$ cat config.mk
export PLATFORM = sky130hd
export DESIGN_NAME = modrm_and_sysreg_field_decode
export DESIGN_NICKNAME = d
export VERILOG_FILES = /design/src/hdl/decode_pkg.sv /design/src/hdl/modrm_and_sysreg_field_decode.sv /design/src/hdl/sysreg_sel_decode.sv
export SDC_FILE = /design/constraint.sdc
export NUM_CORES = 1
export LEC_CHECK = 0
export BUFFER_PORTS_ARGS = -buffer_cell sky130_fd_sc_hd__buf_2
export CORE_MARGIN = 1
export CORE_UTILIZATION = 40
export CTS_CLUSTER_DIAMETER = 200
export CTS_CLUSTER_SIZE = 25
export DETAILED_ROUTE_END_ITERATION = 10
export GPL_ROUTABILITY_DRIVEN = 0
export GPL_TIMING_DRIVEN = 0
export HOLD_SLACK_MARGIN = 0.1
export PLACE_DENSITY = 0.69
export SLEW_MARGIN = 15
export SYNTH_ARGS = -nofsm -noshare
export SYNTH_HDL_FRONTEND = slang
export SYNTH_SLANG_ARGS = --single-unit
$ cat constraint.sdc
create_clock -name mclk -period 2.6 [get_ports mclk]
set_clock_uncertainty 0.2 [all_clocks]
set_input_delay 0.52 -clock mclk [delete_from_list [all_inputs] [get_ports mclk]]
set_output_delay 0.52 -clock mclk [all_outputs]
set_load 0.02 [all_outputs]
$ cat src/hdl/decode_pkg.sv
// Shared constants and carrier types for the addressing-byte and
// system-register selector decoder.
// Assumes a single core clock and byte fields supplied by the fetch stage.
package decode_pkg;

  // ****************************************
  // Field positions
  // ****************************************
  localparam int mod_hi = 7;
  localparam int mod_lo = 6;
  localparam int reg_hi = 5;
  localparam int reg_lo = 3;
  localparam int rm_hi = 2;
  localparam int rm_lo = 0;
  localparam int ss_hi = 7;
  localparam int ss_lo = 6;
  localparam int idx_hi = 5;
  localparam int idx_lo = 3;
  localparam int base_hi = 2;
  localparam int base_lo = 0;

  // ****************************************
  // Field codes
  // ****************************************
  localparam logic [1:0] mod_no_disp = 2'h0;
  localparam logic [1:0] mod_disp_short = 2'h1;
  localparam logic [1:0] mod_disp_long = 2'h2;
  localparam logic [1:0] mod_register = 2'h3;
  localparam logic [2:0] rm16_direct = 3'h6;
  localparam logic [2:0] rm32_sib = 3'h4;
  localparam logic [2:0] rm32_direct = 3'h5;
  localparam logic [2:0] sib_no_index = 3'h4;
  localparam logic [2:0] sib_base_direct = 3'h5;

  // General register numbers
  localparam logic [2:0] gpr_bx = 3'h3;
  localparam logic [2:0] gpr_sp = 3'h4;
  localparam logic [2:0] gpr_bp = 3'h5;
  localparam logic [2:0] gpr_si = 3'h6;
  localparam logic [2:0] gpr_di = 3'h7;

  // Displacement length in bytes
  localparam logic [2:0] disp_none = 3'h0;
  localparam logic [2:0] disp_one_byte = 3'h1;
  localparam logic [2:0] disp_two_byte = 3'h2;
  localparam logic [2:0] disp_four_byte = 3'h4;

  // ****************************************
  // System register selectors
  // ****************************************
  localparam logic [2:0] control_reg_zero = 3'h0;
  localparam logic [2:0] debug_reg_seven = 3'h7;
  localparam logic [2:0] test_reg_three = 3'h3;
  // One bit per selector value that is legal for the class
  localparam logic [7:0] control_sel_mask = 8'h1d;
  localparam logic [7:0] debug_sel_mask = 8'hcf;
  localparam logic [7:0] test_sel_mask = 8'hf8;

  // ****************************************
  // Types
  // ****************************************
  typedef enum logic [1:0] {seg_data = 2'h1, seg_stack = 2'h2} seg_t;
  typedef enum logic [1:0] {sys_none, sys_control, sys_debug, sys_test} sysreg_kind_t;
  typedef enum logic [1:0] {opnd_byte, opnd_word, opnd_dword} opnd_size_t;

  typedef struct packed {
    logic has_modrm;
    logic addr32;
    logic op32;
    logic size_sel;
    sysreg_kind_t sys_kind;
    logic [7:0] modrm;
    logic [7:0] sib;
    logic [31:0] index_value;
  } req_t;

  typedef struct packed {
    logic is_reg_operand;
    logic [2:0] rm_reg;
    opnd_size_t rm_size;
    logic [2:0] reg_field;
    opnd_size_t reg_size;
    logic base_used;
    logic [2:0] base_reg;
    logic index_used;
    logic [2:0] index_reg;
    logic [1:0] scale_log2;
    logic [31:0] scaled_index;
    seg_t seg;
    logic [2:0] disp_bytes;
    logic sib_present;
    logic sys_valid;
    logic [2:0] sys_num;
    logic ud_fault;
  } res_t;

endpackage : decode_pkg

$ cat src/hdl/modrm_and_sysreg_field_decode.sv
// Addressing byte and system register selector decoder, one cycle of latency.
// Assumes fetch presents addressing byte and any index byte together with
// the address and operand size already resolved from prefixes.
`timescale 1ns/10ps
// Overview of operation
// RULE1 - Selector bits five to three choose system register
// RULE2 - Selector maps to listed control, debug, test registers
// RULE3 - Unlisted selector per class is invalid
// RULE4 - Invalid selector raises undefined opcode, no access
// RULE5 - Class and location fields pick the addressing
// RULE6 - Implied-mode instructions leave addressing byte uninterpreted
// RULE7 - Class 11 picks a register operand
// RULE8 - Sixteen-bit location table with displacement classes
// RULE9 - BP-based sixteen-bit forms use stack segment
// RULE10 - Displacement length one, two or four bytes
// RULE11 - Thirty-two-bit location table, index byte, direct form
// RULE12 - Index scaled by one, two, four, eight
// RULE13 - Register size from operation size and size bit
module modrm_and_sysreg_field_decode (
  input wire logic mclk,
  input wire logic rst_n,
  input wire logic req_valid,
  input wire decode_pkg::req_t req,
  output logic res_valid,
  output decode_pkg::res_t res
);

  // ****************************************
  // Field extraction
  // ****************************************
  wire logic [1:0] mod_f;
  wire logic [2:0] reg_f;
  wire logic [2:0] rm_f;
  wire logic [1:0] ss_f;
  wire logic [2:0] idx_f;
  wire logic [2:0] base_f;

  assign mod_f = req.modrm[decode_pkg::mod_hi:decode_pkg::mod_lo]; // [RULE5]
  assign reg_f = req.modrm[decode_pkg::reg_hi:decode_pkg::reg_lo]; // [RULE1]
  assign rm_f = req.modrm[decode_pkg::rm_hi:decode_pkg::rm_lo]; // [RULE5]
  assign ss_f = req.sib[decode_pkg::ss_hi:decode_pkg::ss_lo];
  assign idx_f = req.sib[decode_pkg::idx_hi:decode_pkg::idx_lo];
  assign base_f = req.sib[decode_pkg::base_hi:decode_pkg::base_lo];

  // ****************************************
  // Mode qualifiers
  // ****************************************
  wire logic mem_form;
  wire logic reg_form;
  wire logic is_sys_move;

  // Implied-mode instructions carry no addressing byte; nothing decodes  [RULE6]
  assign reg_form = req.has_modrm && (mod_f == decode_pkg::mod_register); // [RULE7]
  assign mem_form = req.has_modrm && (mod_f != decode_pkg::mod_register); // [RULE5]
  assign is_sys_move = req.has_modrm && (req.sys_kind != decode_pkg::sys_none);

  // ****************************************
  // Form classification
  // ****************************************
  wire logic form_implied;
  wire logic form_reg;
  wire logic form_mem32;

  // At most one form per request; implied carries only the operand sizes
  assign form_implied = !req.has_modrm; // [RULE6]
  assign form_reg = reg_form; // [RULE7]
  assign form_mem32 = mem_form && req.addr32; // [RULE11]

  // ****************************************
  // System register selector
  // ****************************************
  wire logic sys_legal;
  wire logic [2:0] sys_num;
  wire decode_pkg::sysreg_kind_t sys_kind_eff;

  // Selector is only looked at for register moves  [RULE1]
  assign sys_kind_eff = is_sys_move ? req.sys_kind : decode_pkg::sys_none;

  sysreg_sel_decode u_sel (
    .kind(sys_kind_eff),
    .sel(reg_f),
    .legal(sys_legal),
    .num(sys_num)
  );

  wire logic ud_fault;
  // Illegal selector faults instead of touching any register  [RULE4]
  assign ud_fault = is_sys_move && !sys_legal;

  // ****************************************
  // Register operand sizes
  // ****************************************
  wire decode_pkg::opnd_size_t wide_size;
  wire decode_pkg::opnd_size_t opnd_size;

  // Byte registers at size bit 0, word or dword at 1  [RULE13]
  assign wide_size = req.op32 ? decode_pkg::opnd_dword : decode_pkg::opnd_word;
  assign opnd_size = req.size_sel ? wide_size : decode_pkg::opnd_byte; // [RULE13]

  // ****************************************
  // Sixteen-bit addressing
  // ****************************************
  wire logic a16_direct;
  wire logic a16_base_used;
  wire logic [2:0] a16_base;
  wire logic a16_index_used;
  wire logic [2:0] a16_index;
  wire logic [2:0] a16_disp;
  wire decode_pkg::seg_t a16_seg;

  // Class 00 with location 110 is a bare two-byte displacement  [RULE8]
  assign a16_direct = (mod_f == decode_pkg::mod_no_disp) && (rm_f == decode_pkg::rm16_direct);

  // Base: BX for 000/001/111, BP for 010/011/110, none for SI/DI alone  [RULE8]
  assign a16_base_used = !a16_direct && ((rm_f[2] == 1'b0) || (rm_f[1] == 1'b1));
  assign a16_base = (rm_f == 3'h7) ? decode_pkg::gpr_bx :
                    (rm_f == 3'h6) ? decode_pkg::gpr_bp :
                    (rm_f[1] == 1'b1) ? decode_pkg::gpr_bp : decode_pkg::gpr_bx;

  // Index: SI for even, DI for odd in 000..011; lone SI/DI at 100/101  [RULE8]
  assign a16_index_used = (rm_f[2] == 1'b0) || (rm_f[2:1] == 2'b10);
  assign a16_index = rm_f[0] ? decode_pkg::gpr_di : decode_pkg::gpr_si;

  // BP-based forms take the stack segment; direct uses data  [RULE9]
  assign a16_seg = (a16_base_used && (a16_base == decode_pkg::gpr_bp)) ?
                   decode_pkg::seg_stack : decode_pkg::seg_data;

  // One byte for class 01, two bytes for class 10 or direct  [RULE8] [RULE10]
  assign a16_disp = (mod_f == decode_pkg::mod_disp_short) ? decode_pkg::disp_one_byte :
                    (mod_f == decode_pkg::mod_disp_long) ? decode_pkg::disp_two_byte :
                    a16_direct ? decode_pkg::disp_two_byte : decode_pkg::disp_none;

  // ****************************************
  // Thirty-two-bit addressing
  // ****************************************
  wire logic a32_sib;
  wire logic a32_direct;
  wire logic sib_direct;
  wire logic a32_base_used;
  wire logic [2:0] a32_base;
  wire logic a32_index_used;
  wire logic [2:0] a32_index;
  wire logic [2:0] a32_disp;
  wire decode_pkg::seg_t a32_seg;

  // Location 100 means an index byte follows  [RULE11]
  assign a32_sib = (rm_f == decode_pkg::rm32_sib);
  // Class 00 location 101 is a bare four-byte displacement  [RULE11]
  assign a32_direct = (mod_f == decode_pkg::mod_no_disp) && (rm_f == decode_pkg::rm32_direct);
  // Index byte with base 101 and class 00 also drops the base
  assign sib_direct = a32_sib && (mod_f == decode_pkg::mod_no_disp) && (base_f == decode_pkg::sib_base_direct);

  assign a32_base_used = a32_sib ? !sib_direct : !a32_direct; // [RULE11]
  assign a32_base = a32_sib ? base_f : rm_f; // [RULE11]

  // Index 100 means no index register
  assign a32_index_used = a32_sib && (idx_f != decode_pkg::sib_no_index);
  assign a32_index = a32_index_used ? idx_f : 3'h0;

  // EBP and ESP bases default to the stack segment  [RULE11]
  assign a32_seg = (a32_base_used && ((a32_base == decode_pkg::gpr_bp) || (a32_base == decode_pkg::gpr_sp))) ?
                   decode_pkg::seg_stack : decode_pkg::seg_data;

  // One byte for class 01, four for class 10 or either direct form  [RULE11] [RULE10]
  assign a32_disp = (mod_f == decode_pkg::mod_disp_short) ? decode_pkg::disp_one_byte :
                    (mod_f == decode_pkg::mod_disp_long) ? decode_pkg::disp_four_byte :
                    (a32_direct || sib_direct) ? decode_pkg::disp_four_byte : decode_pkg::disp_none;

  // ****************************************
  // Scaled index
  // ****************************************
  wire logic [31:0] scaled_index;

  // Shift by ss gives x1, x2, x4, x8 before the offset adder  [RULE12]
  assign scaled_index = a32_index_used ? (req.index_value << ss_f) : 32'h0000_0000;

  // ****************************************
  // Memory form selection
  // ****************************************
  wire logic mem_base_used;
  wire logic [2:0] mem_base;
  wire logic mem_index_used;
  wire logic [2:0] mem_index;
  wire logic [1:0] mem_scale;
  wire logic [31:0] mem_scaled;
  wire decode_pkg::seg_t mem_seg;
  wire logic [2:0] mem_disp;
  wire logic mem_sib;

  // Address size picks the table; index byte exists only in 32-bit mode
  assign mem_base_used = req.addr32 ? a32_base_used : a16_base_used;
  assign mem_base = !mem_base_used ? 3'h0 :
                    req.addr32 ? a32_base : a16_base;
  assign mem_index_used = req.addr32 ? a32_index_used : a16_index_used;
  assign mem_index = !mem_index_used ? 3'h0 :
                     req.addr32 ? a32_index : a16_index;
  // Sixteen-bit forms never scale, so the adder sees zero there  [RULE12]
  assign mem_scale = (form_mem32 && a32_index_used) ? ss_f : 2'h0;
  assign mem_scaled = form_mem32 ? scaled_index : 32'h0000_0000;
  assign mem_seg = req.addr32 ? a32_seg : a16_seg; // [RULE9] [RULE11]
  assign mem_disp = req.addr32 ? a32_disp : a16_disp; // [RULE10]
  assign mem_sib = form_mem32 && a32_sib;

  // ****************************************
  // Fault result
  // ****************************************
  decode_pkg::res_t fault_res;

  // A faulting move accesses nothing; keep only the fault  [RULE4]
  always_comb begin
    fault_res = '0;
    fault_res.seg = decode_pkg::seg_data;
    fault_res.ud_fault = 1'b1;
  end

  // ****************************************
  // Result assembly
  // ****************************************
  decode_pkg::res_t raw_res;
  wire decode_pkg::res_t res_d;

  always_comb begin
    raw_res = '0;
    raw_res.seg = decode_pkg::seg_data;
    raw_res.reg_field = form_implied ? 3'h0 : reg_f;
    raw_res.reg_size = opnd_size; // [RULE13]
    raw_res.rm_size = opnd_size;
    raw_res.sys_valid = is_sys_move && sys_legal; // [RULE2]
    raw_res.sys_num = sys_num;
    raw_res.ud_fault = ud_fault; // [RULE4]
    if (form_reg) begin
      // Register chosen by location field and size bit  [RULE7]
      raw_res.is_reg_operand = 1'b1;
      raw_res.rm_reg = rm_f;
    end else if (mem_form) begin
      raw_res.base_used = mem_base_used;
      raw_res.base_reg = mem_base;
      raw_res.index_used = mem_index_used;
      raw_res.index_reg = mem_index;
      raw_res.scale_log2 = mem_scale; // [RULE12]
      raw_res.scaled_index = mem_scaled;
      raw_res.seg = mem_seg;
      raw_res.disp_bytes = mem_disp;
      raw_res.sib_present = mem_sib;
    end
  end

  // Fault wins over every decoded field  [RULE4]
  assign res_d = ud_fault ? fault_res : raw_res;

  // ****************************************
  // Output stage
  // ****************************************
  // Registered so the address stage sees a clean one-cycle boundary.
  decode_pkg::res_t res_q;
  logic res_valid_q;

  always_ff @(posedge mclk) begin
    if (!rst_n) begin
      res_valid_q <= 1'b0;
    end else begin
      res_valid_q <= req_valid;
    end
  end

  always_ff @(posedge mclk) begin
    if (!rst_n) begin
      res_q <= '0;
    end else if (req_valid) begin
      res_q <= res_d;
    end
  end

  assign res_valid = res_valid_q;
  assign res = res_q;

endmodule : modrm_and_sysreg_field_decode

$ cat src/hdl/sysreg_sel_decode.sv
// Combinational check of the three-bit system register selector.
// Assumes the class comes from the opcode decode of a register move.
`timescale 1ns/10ps
module sysreg_sel_decode (
  input wire decode_pkg::sysreg_kind_t kind,
  input wire logic [2:0] sel,
  output logic legal,
  output logic [2:0] num
);

  // ****************************************
  // Legal selector masks
  // ****************************************
  wire logic [7:0] mask;

  assign mask = (kind == decode_pkg::sys_control) ? decode_pkg::control_sel_mask :
                (kind == decode_pkg::sys_debug) ? decode_pkg::debug_sel_mask :
                (kind == decode_pkg::sys_test) ? decode_pkg::test_sel_mask : 8'h00;

  // Only listed selectors pass; the rest are illegal encodings  [RULE2] [RULE3]
  assign legal = mask[sel];
  // Register number equals the selector for every legal code  [RULE2]
  assign num = legal ? sel : 3'h0;

endmodule : sysreg_sel_decode

==> impl_metrics.xml <==
<?xml version="1.0" encoding="UTF-8"?>
<metrics>
  <group name="route">
    <metric name="drc" unit="">0</metric>
    <metric name="drtPass1Iterations" unit="">5</metric>
    <metric name="routed_wl" unit="mm">9.79</metric>
    <metric name="drt_first_iter_violations" unit="">158</metric>
    <metric name="via_per_inst" unit="">5.60</metric>
    <metric name="detail_route.wl_per_cell" unit="microns">16.0</metric>
    <metric name="antenna_violating_nets_post_route" unit="">0</metric>
    <metric name="routed-via-count" unit="">3432</metric>
  </group>
  <group name="critical_path">
    <metric name="path_max_fanout" unit="">10</metric>
    <metric name="crit_path_start_kind" unit="">input pin</metric>
    <metric name="crit_buf_inv" unit="">4</metric>
    <metric name="critical_path.endpoint_type" unit="">flip-flop</metric>
    <metric name="critical_path.max_stage_delay" unit="ns">0.35</metric>
    <metric name="r2r_slack" unit="ns">1.62</metric>
    <metric name="cpMaxStageDelayCell" unit="">sky130_fd_sc_hd__o311ai_2</metric>
    <metric name="crit_path_cell_trace" unit="">buf_4, nand2_1, inv_1, ha_1, nor2b_1, o311ai_2, and4_1, buf_4, buf_4, o21ai_1</metric>
    <metric name="worst_path_dominant_cell_family" unit="">buffers and inverters</metric>
    <metric name="crit_arrival" unit="ns">2.30</metric>
    <metric name="crit_path_frequent_cell" unit="">sky130_fd_sc_hd__buf_4</metric>
    <metric name="critPathRequiredTime" unit="ns">2.60</metric>
    <metric name="crit_path_category" unit="">input pin to flip-flop</metric>
  </group>
  <group name="logic_synthesis">
    <metric name="cell_taking_the_most_area_after_synthesis" unit="">sky130_fd_sc_hd__dfxtp_1</metric>
    <metric name="synthesis.area" unit="sq um">3520</metric>
    <metric name="postSynthRegisterBits" unit="">63</metric>
    <metric name="synth.area.mux_share" unit="">0.176</metric>
    <metric name="synthAdderAreaFrac" unit="">0.0142</metric>
    <metric name="number_of_distinct_standard_cells_referenced_by_the_synthesized_netlist" unit="">47</metric>
    <metric name="largest_family_of_logic_cells_by_synthesized_area" unit="">simple AND/OR/NAND/NOR gates</metric>
    <metric name="dominant_register_cell_in_the_synthesized_netlist" unit="">sky130_fd_sc_hd__dfxtp_1</metric>
    <metric name="number_of_warnings_reported_in_the_yosys_synthesis_log" unit="">0</metric>
    <metric name="synth_sequential_area_ratio" unit="">0.359</metric>
    <metric name="synthesis.area_per_instance" unit="sq um">9.28</metric>
    <metric name="synth_enable_flop_cells" unit="">0</metric>
    <metric name="mappedNetlistNets" unit="">440</metric>
    <metric name="synth_compound_gate_area_share" unit="">0.164</metric>
    <metric name="synth_top_cell_area_share" unit="">0.359</metric>
    <metric name="syn_inst" unit="">379</metric>
    <metric name="post_synth_main_area_contributors" unit="">sky130_fd_sc_hd__dfxtp_1 36%, sky130_fd_sc_hd__mux4_2 15%, sky130_fd_sc_hd__nand2_1 6.1%</metric>
    <metric name="postSynth.asyncResetShare" unit="">0</metric>
    <metric name="synth-simple-area-share" unit="">0.219</metric>
    <metric name="post_synth_xor_area_fraction" unit="">0.00249</metric>
  </group>
  <group name="grt">
    <metric name="grt_first_pass_wirelength" unit="mm">15.3</metric>
    <metric name="grt_start_max_net_pins" unit="">11</metric>
    <metric name="grt_antenna_before_repair" unit="">0</metric>
    <metric name="total_grt_overflow" unit="">0</metric>
    <metric name="first_global_vias" unit="">3029</metric>
    <metric name="gr-usage-all-layers" unit="">0.220</metric>
  </group>
  <group name="clocking">
    <metric name="cts_resized" unit="">0</metric>
    <metric name="cts_buffer_depth" unit="">2</metric>
    <metric name="hold_buffers" unit="">0</metric>
    <metric name="htree_levels" unit="">3</metric>
    <metric name="cts_tree" unit="">built</metric>
    <metric name="cts.sinks" unit="">63</metric>
    <metric name="post-cts-setup-buffer-count" unit="">0</metric>
    <metric name="clock_latency_late_sink" unit="ns">0.32</metric>
    <metric name="clk_root_buffer_cell" unit="">sky130_fd_sc_hd__clkbuf_8</metric>
    <metric name="worst_setup_hold_path_clk_slew" unit="ns">0.06</metric>
    <metric name="total_cts_buffers" unit="">9</metric>
  </group>
  <group name="finish">
    <metric name="layout.core_utilization" unit="">0.524</metric>
    <metric name="antenna_cells" unit="">0</metric>
    <metric name="final_layout_size_suffix_gt1_frac" unit="">0.346</metric>
    <metric name="layout.nets" unit="">566</metric>
    <metric name="syn_to_final_growth" unit="%">24.2</metric>
    <metric name="filler_cell_count" unit="">847</metric>
    <metric name="layoutNonFillerInstCount" unit="">613</metric>
  </group>
  <group name="floorplanning">
    <metric name="die_w" unit="microns">95.8</metric>
    <metric name="initial_utilization" unit="">0.422</metric>
    <metric name="die_boundary_height" unit="microns">95.8</metric>
    <metric name="io_pins" unit="">122</metric>
    <metric name="floorplan.die_area" unit="sq um">9170</metric>
    <metric name="placementRows" unit="">33</metric>
    <metric name="design.core.area" unit="sq um">8340</metric>
  </group>
  <group name="hold_path">
    <metric name="timing.hold.worst.class" unit="">input pin to flip-flop</metric>
  </group>
  <group name="sta">
    <metric name="timing_max_transition_violations_final" unit="">0</metric>
    <metric name="unrepaired_setup_endpoints_after_global_routing" unit="">false</metric>
    <metric name="slew_headroom" unit="">0.561</metric>
    <metric name="worst_pin_slew" unit="ns">0.656</metric>
    <metric name="setup_violations" unit="">0</metric>
    <metric name="clock.fmax" unit="MHz">435</metric>
    <metric name="postLayoutSetupSlackWorst" unit="ns">0.303</metric>
    <metric name="final.min_clock_period" unit="ns">2.30</metric>
    <metric name="setup-tns-final" unit="ns">0</metric>
    <metric name="finalCritPeriodShare" unit="">0.884</metric>
    <metric name="final_hold_viol_count" unit="">0</metric>
  </group>
  <group name="pwr">
    <metric name="p_per_area" unit="nW/um^2">471</metric>
    <metric name="ir_drop" unit="uV">194</metric>
    <metric name="power" unit="uW">2060</metric>
    <metric name="leakage" unit="uW">0.00191</metric>
  </group>
  <group name="place">
    <metric name="place_worst_setup_slack" unit="ns">-0.0381</metric>
    <metric name="io_buffer_count" unit="">115</metric>
    <metric name="numPlacedInstances" unit="">599</metric>
    <metric name="detailed_place_hpwl" unit="mm">7.52</metric>
  </group>
  <group name="run">
    <metric name="cap_viol_max_count" unit="">0</metric>
  </group>
  <group name="status">
    <metric name="run_status" unit="">finished clean</metric>
  </group>
</metrics>
-- cells in the final DEF, fill, tap and decap left out, types with 4 or more instances in the layout --
| cell | instances |
|---|---|
| sky130_fd_sc_hd__buf_2 | 123 |
| sky130_fd_sc_hd__ha_1 | 4 |
| sky130_fd_sc_hd__inv_1 | 10 |
| sky130_fd_sc_hd__a31oi_1 | 4 |
| sky130_fd_sc_hd__dfxtp_1 | 63 |
| sky130_fd_sc_hd__o21ai_0 | 5 |
| sky130_fd_sc_hd__nand3_1 | 35 |
| sky130_fd_sc_hd__nand4_1 | 6 |
| sky130_fd_sc_hd__a22o_1 | 4 |
| sky130_fd_sc_hd__mux4_2 | 23 |
| sky130_fd_sc_hd__o21ai_1 | 41 |
| sky130_fd_sc_hd__buf_4 | 11 |
| sky130_fd_sc_hd__nor2b_1 | 9 |
| sky130_fd_sc_hd__nand3b_1 | 14 |
| sky130_fd_sc_hd__mux2i_1 | 9 |
| sky130_fd_sc_hd__clkbuf_8 | 9 |
| sky130_fd_sc_hd__o31ai_1 | 10 |
| sky130_fd_sc_hd__clkbuf_1 | 19 |
| sky130_fd_sc_hd__nor2_1 | 8 |
| sky130_fd_sc_hd__a21oi_1 | 5 |
| sky130_fd_sc_hd__nand2_1 | 57 |
-- synthesized netlist by cell type, types with 3 or more instances --
master,instances
sky130_fd_sc_hd__mux2i_1,9
sky130_fd_sc_hd__o21ai_1,41
sky130_fd_sc_hd__nand4_1,6
sky130_fd_sc_hd__a31oi_1,4
sky130_fd_sc_hd__nor2_1,8
sky130_fd_sc_hd__o2111ai_1,3
sky130_fd_sc_hd__nand3b_1,14
sky130_fd_sc_hd__o21ai_0,5
sky130_fd_sc_hd__clkbuf_1,16
sky130_fd_sc_hd__mux4_2,23
sky130_fd_sc_hd__buf_2,8
sky130_fd_sc_hd__a22o_1,4
sky130_fd_sc_hd__dfxtp_1,63
sky130_fd_sc_hd__nand2_1,57
sky130_fd_sc_hd__nand3_1,35
sky130_fd_sc_hd__a21oi_1,5
sky130_fd_sc_hd__o31ai_1,10
sky130_fd_sc_hd__buf_4,11
sky130_fd_sc_hd__ha_1,4
sky130_fd_sc_hd__nand2b_1,3
sky130_fd_sc_hd__nor2b_1,9
sky130_fd_sc_hd__inv_1,10
-- kinds of logic after synthesis --
kind of cell             Yosys count
multiplexers                      33
AO/OA/AOI/OAI                     88
flip-flops                        63
buffers and inverters             46
XOR/XNOR                           1
adder cells (fa/ha/maj)            4
AND/OR/NAND/NOR                  144
-- flip-flops by register name, indices dropped and copies added, names as in the netlist --
register and count:
res_valid 1, res 62
-- per-stage QoR --
step	hold slack (ns)	area, sq um
global placement	0.234	4220
finish	0.207	4370
CTS	0.196	4370
detailed placement	0.236	4220
global route	0.203	4370
floorplan	0.323	3520
-- layer usage --
layer / track usage / up-vias / part of all wire
li1: - / 1651 / -
met1: 0.307 / 1657 / 0.45
met2: 0.339 / 112 / 0.47
met3: 0.0363 / 12 / 0.060
met4: 0.0883 / 0 / 0.015
met5: 0 / - / 0
-- power by group --
group          switching, uW  leakage (uW)  total (uW)  internal, uW
sequential              8.16      0.000509         989           981
combinational            218       0.00133         384           166
clock                    353     0.0000761         686           333
total                    579       0.00191        2060          1480
-- final cells by class --
class / count / area [sq um] / area share
flip-flops and latches: 63 / 1260 / 0.289
plain buffers: 36 / 194 / 0.0444
repair buffers: 115 / 576 / 0.132
clock inverters: 2 / 10.0 / 0.00229
well taps: 105 / 131 / 0.0301
inverters: 10 / 37.5 / 0.00859
multi-input cells: 270 / 2020 / 0.463
clock buffers: 12 / 135 / 0.0309
-- worst paths after layout --
kind / startpoint / end / cells past startpoint
setup / recovery: req[53] / res[48] / 10
hold / removal: req[51] / res[58] / 2
hold reg to reg: res[35] / res[35] / 2
setup reg to reg: res[10] / res[10] / 2
Power figures use the tool's default switching activity.
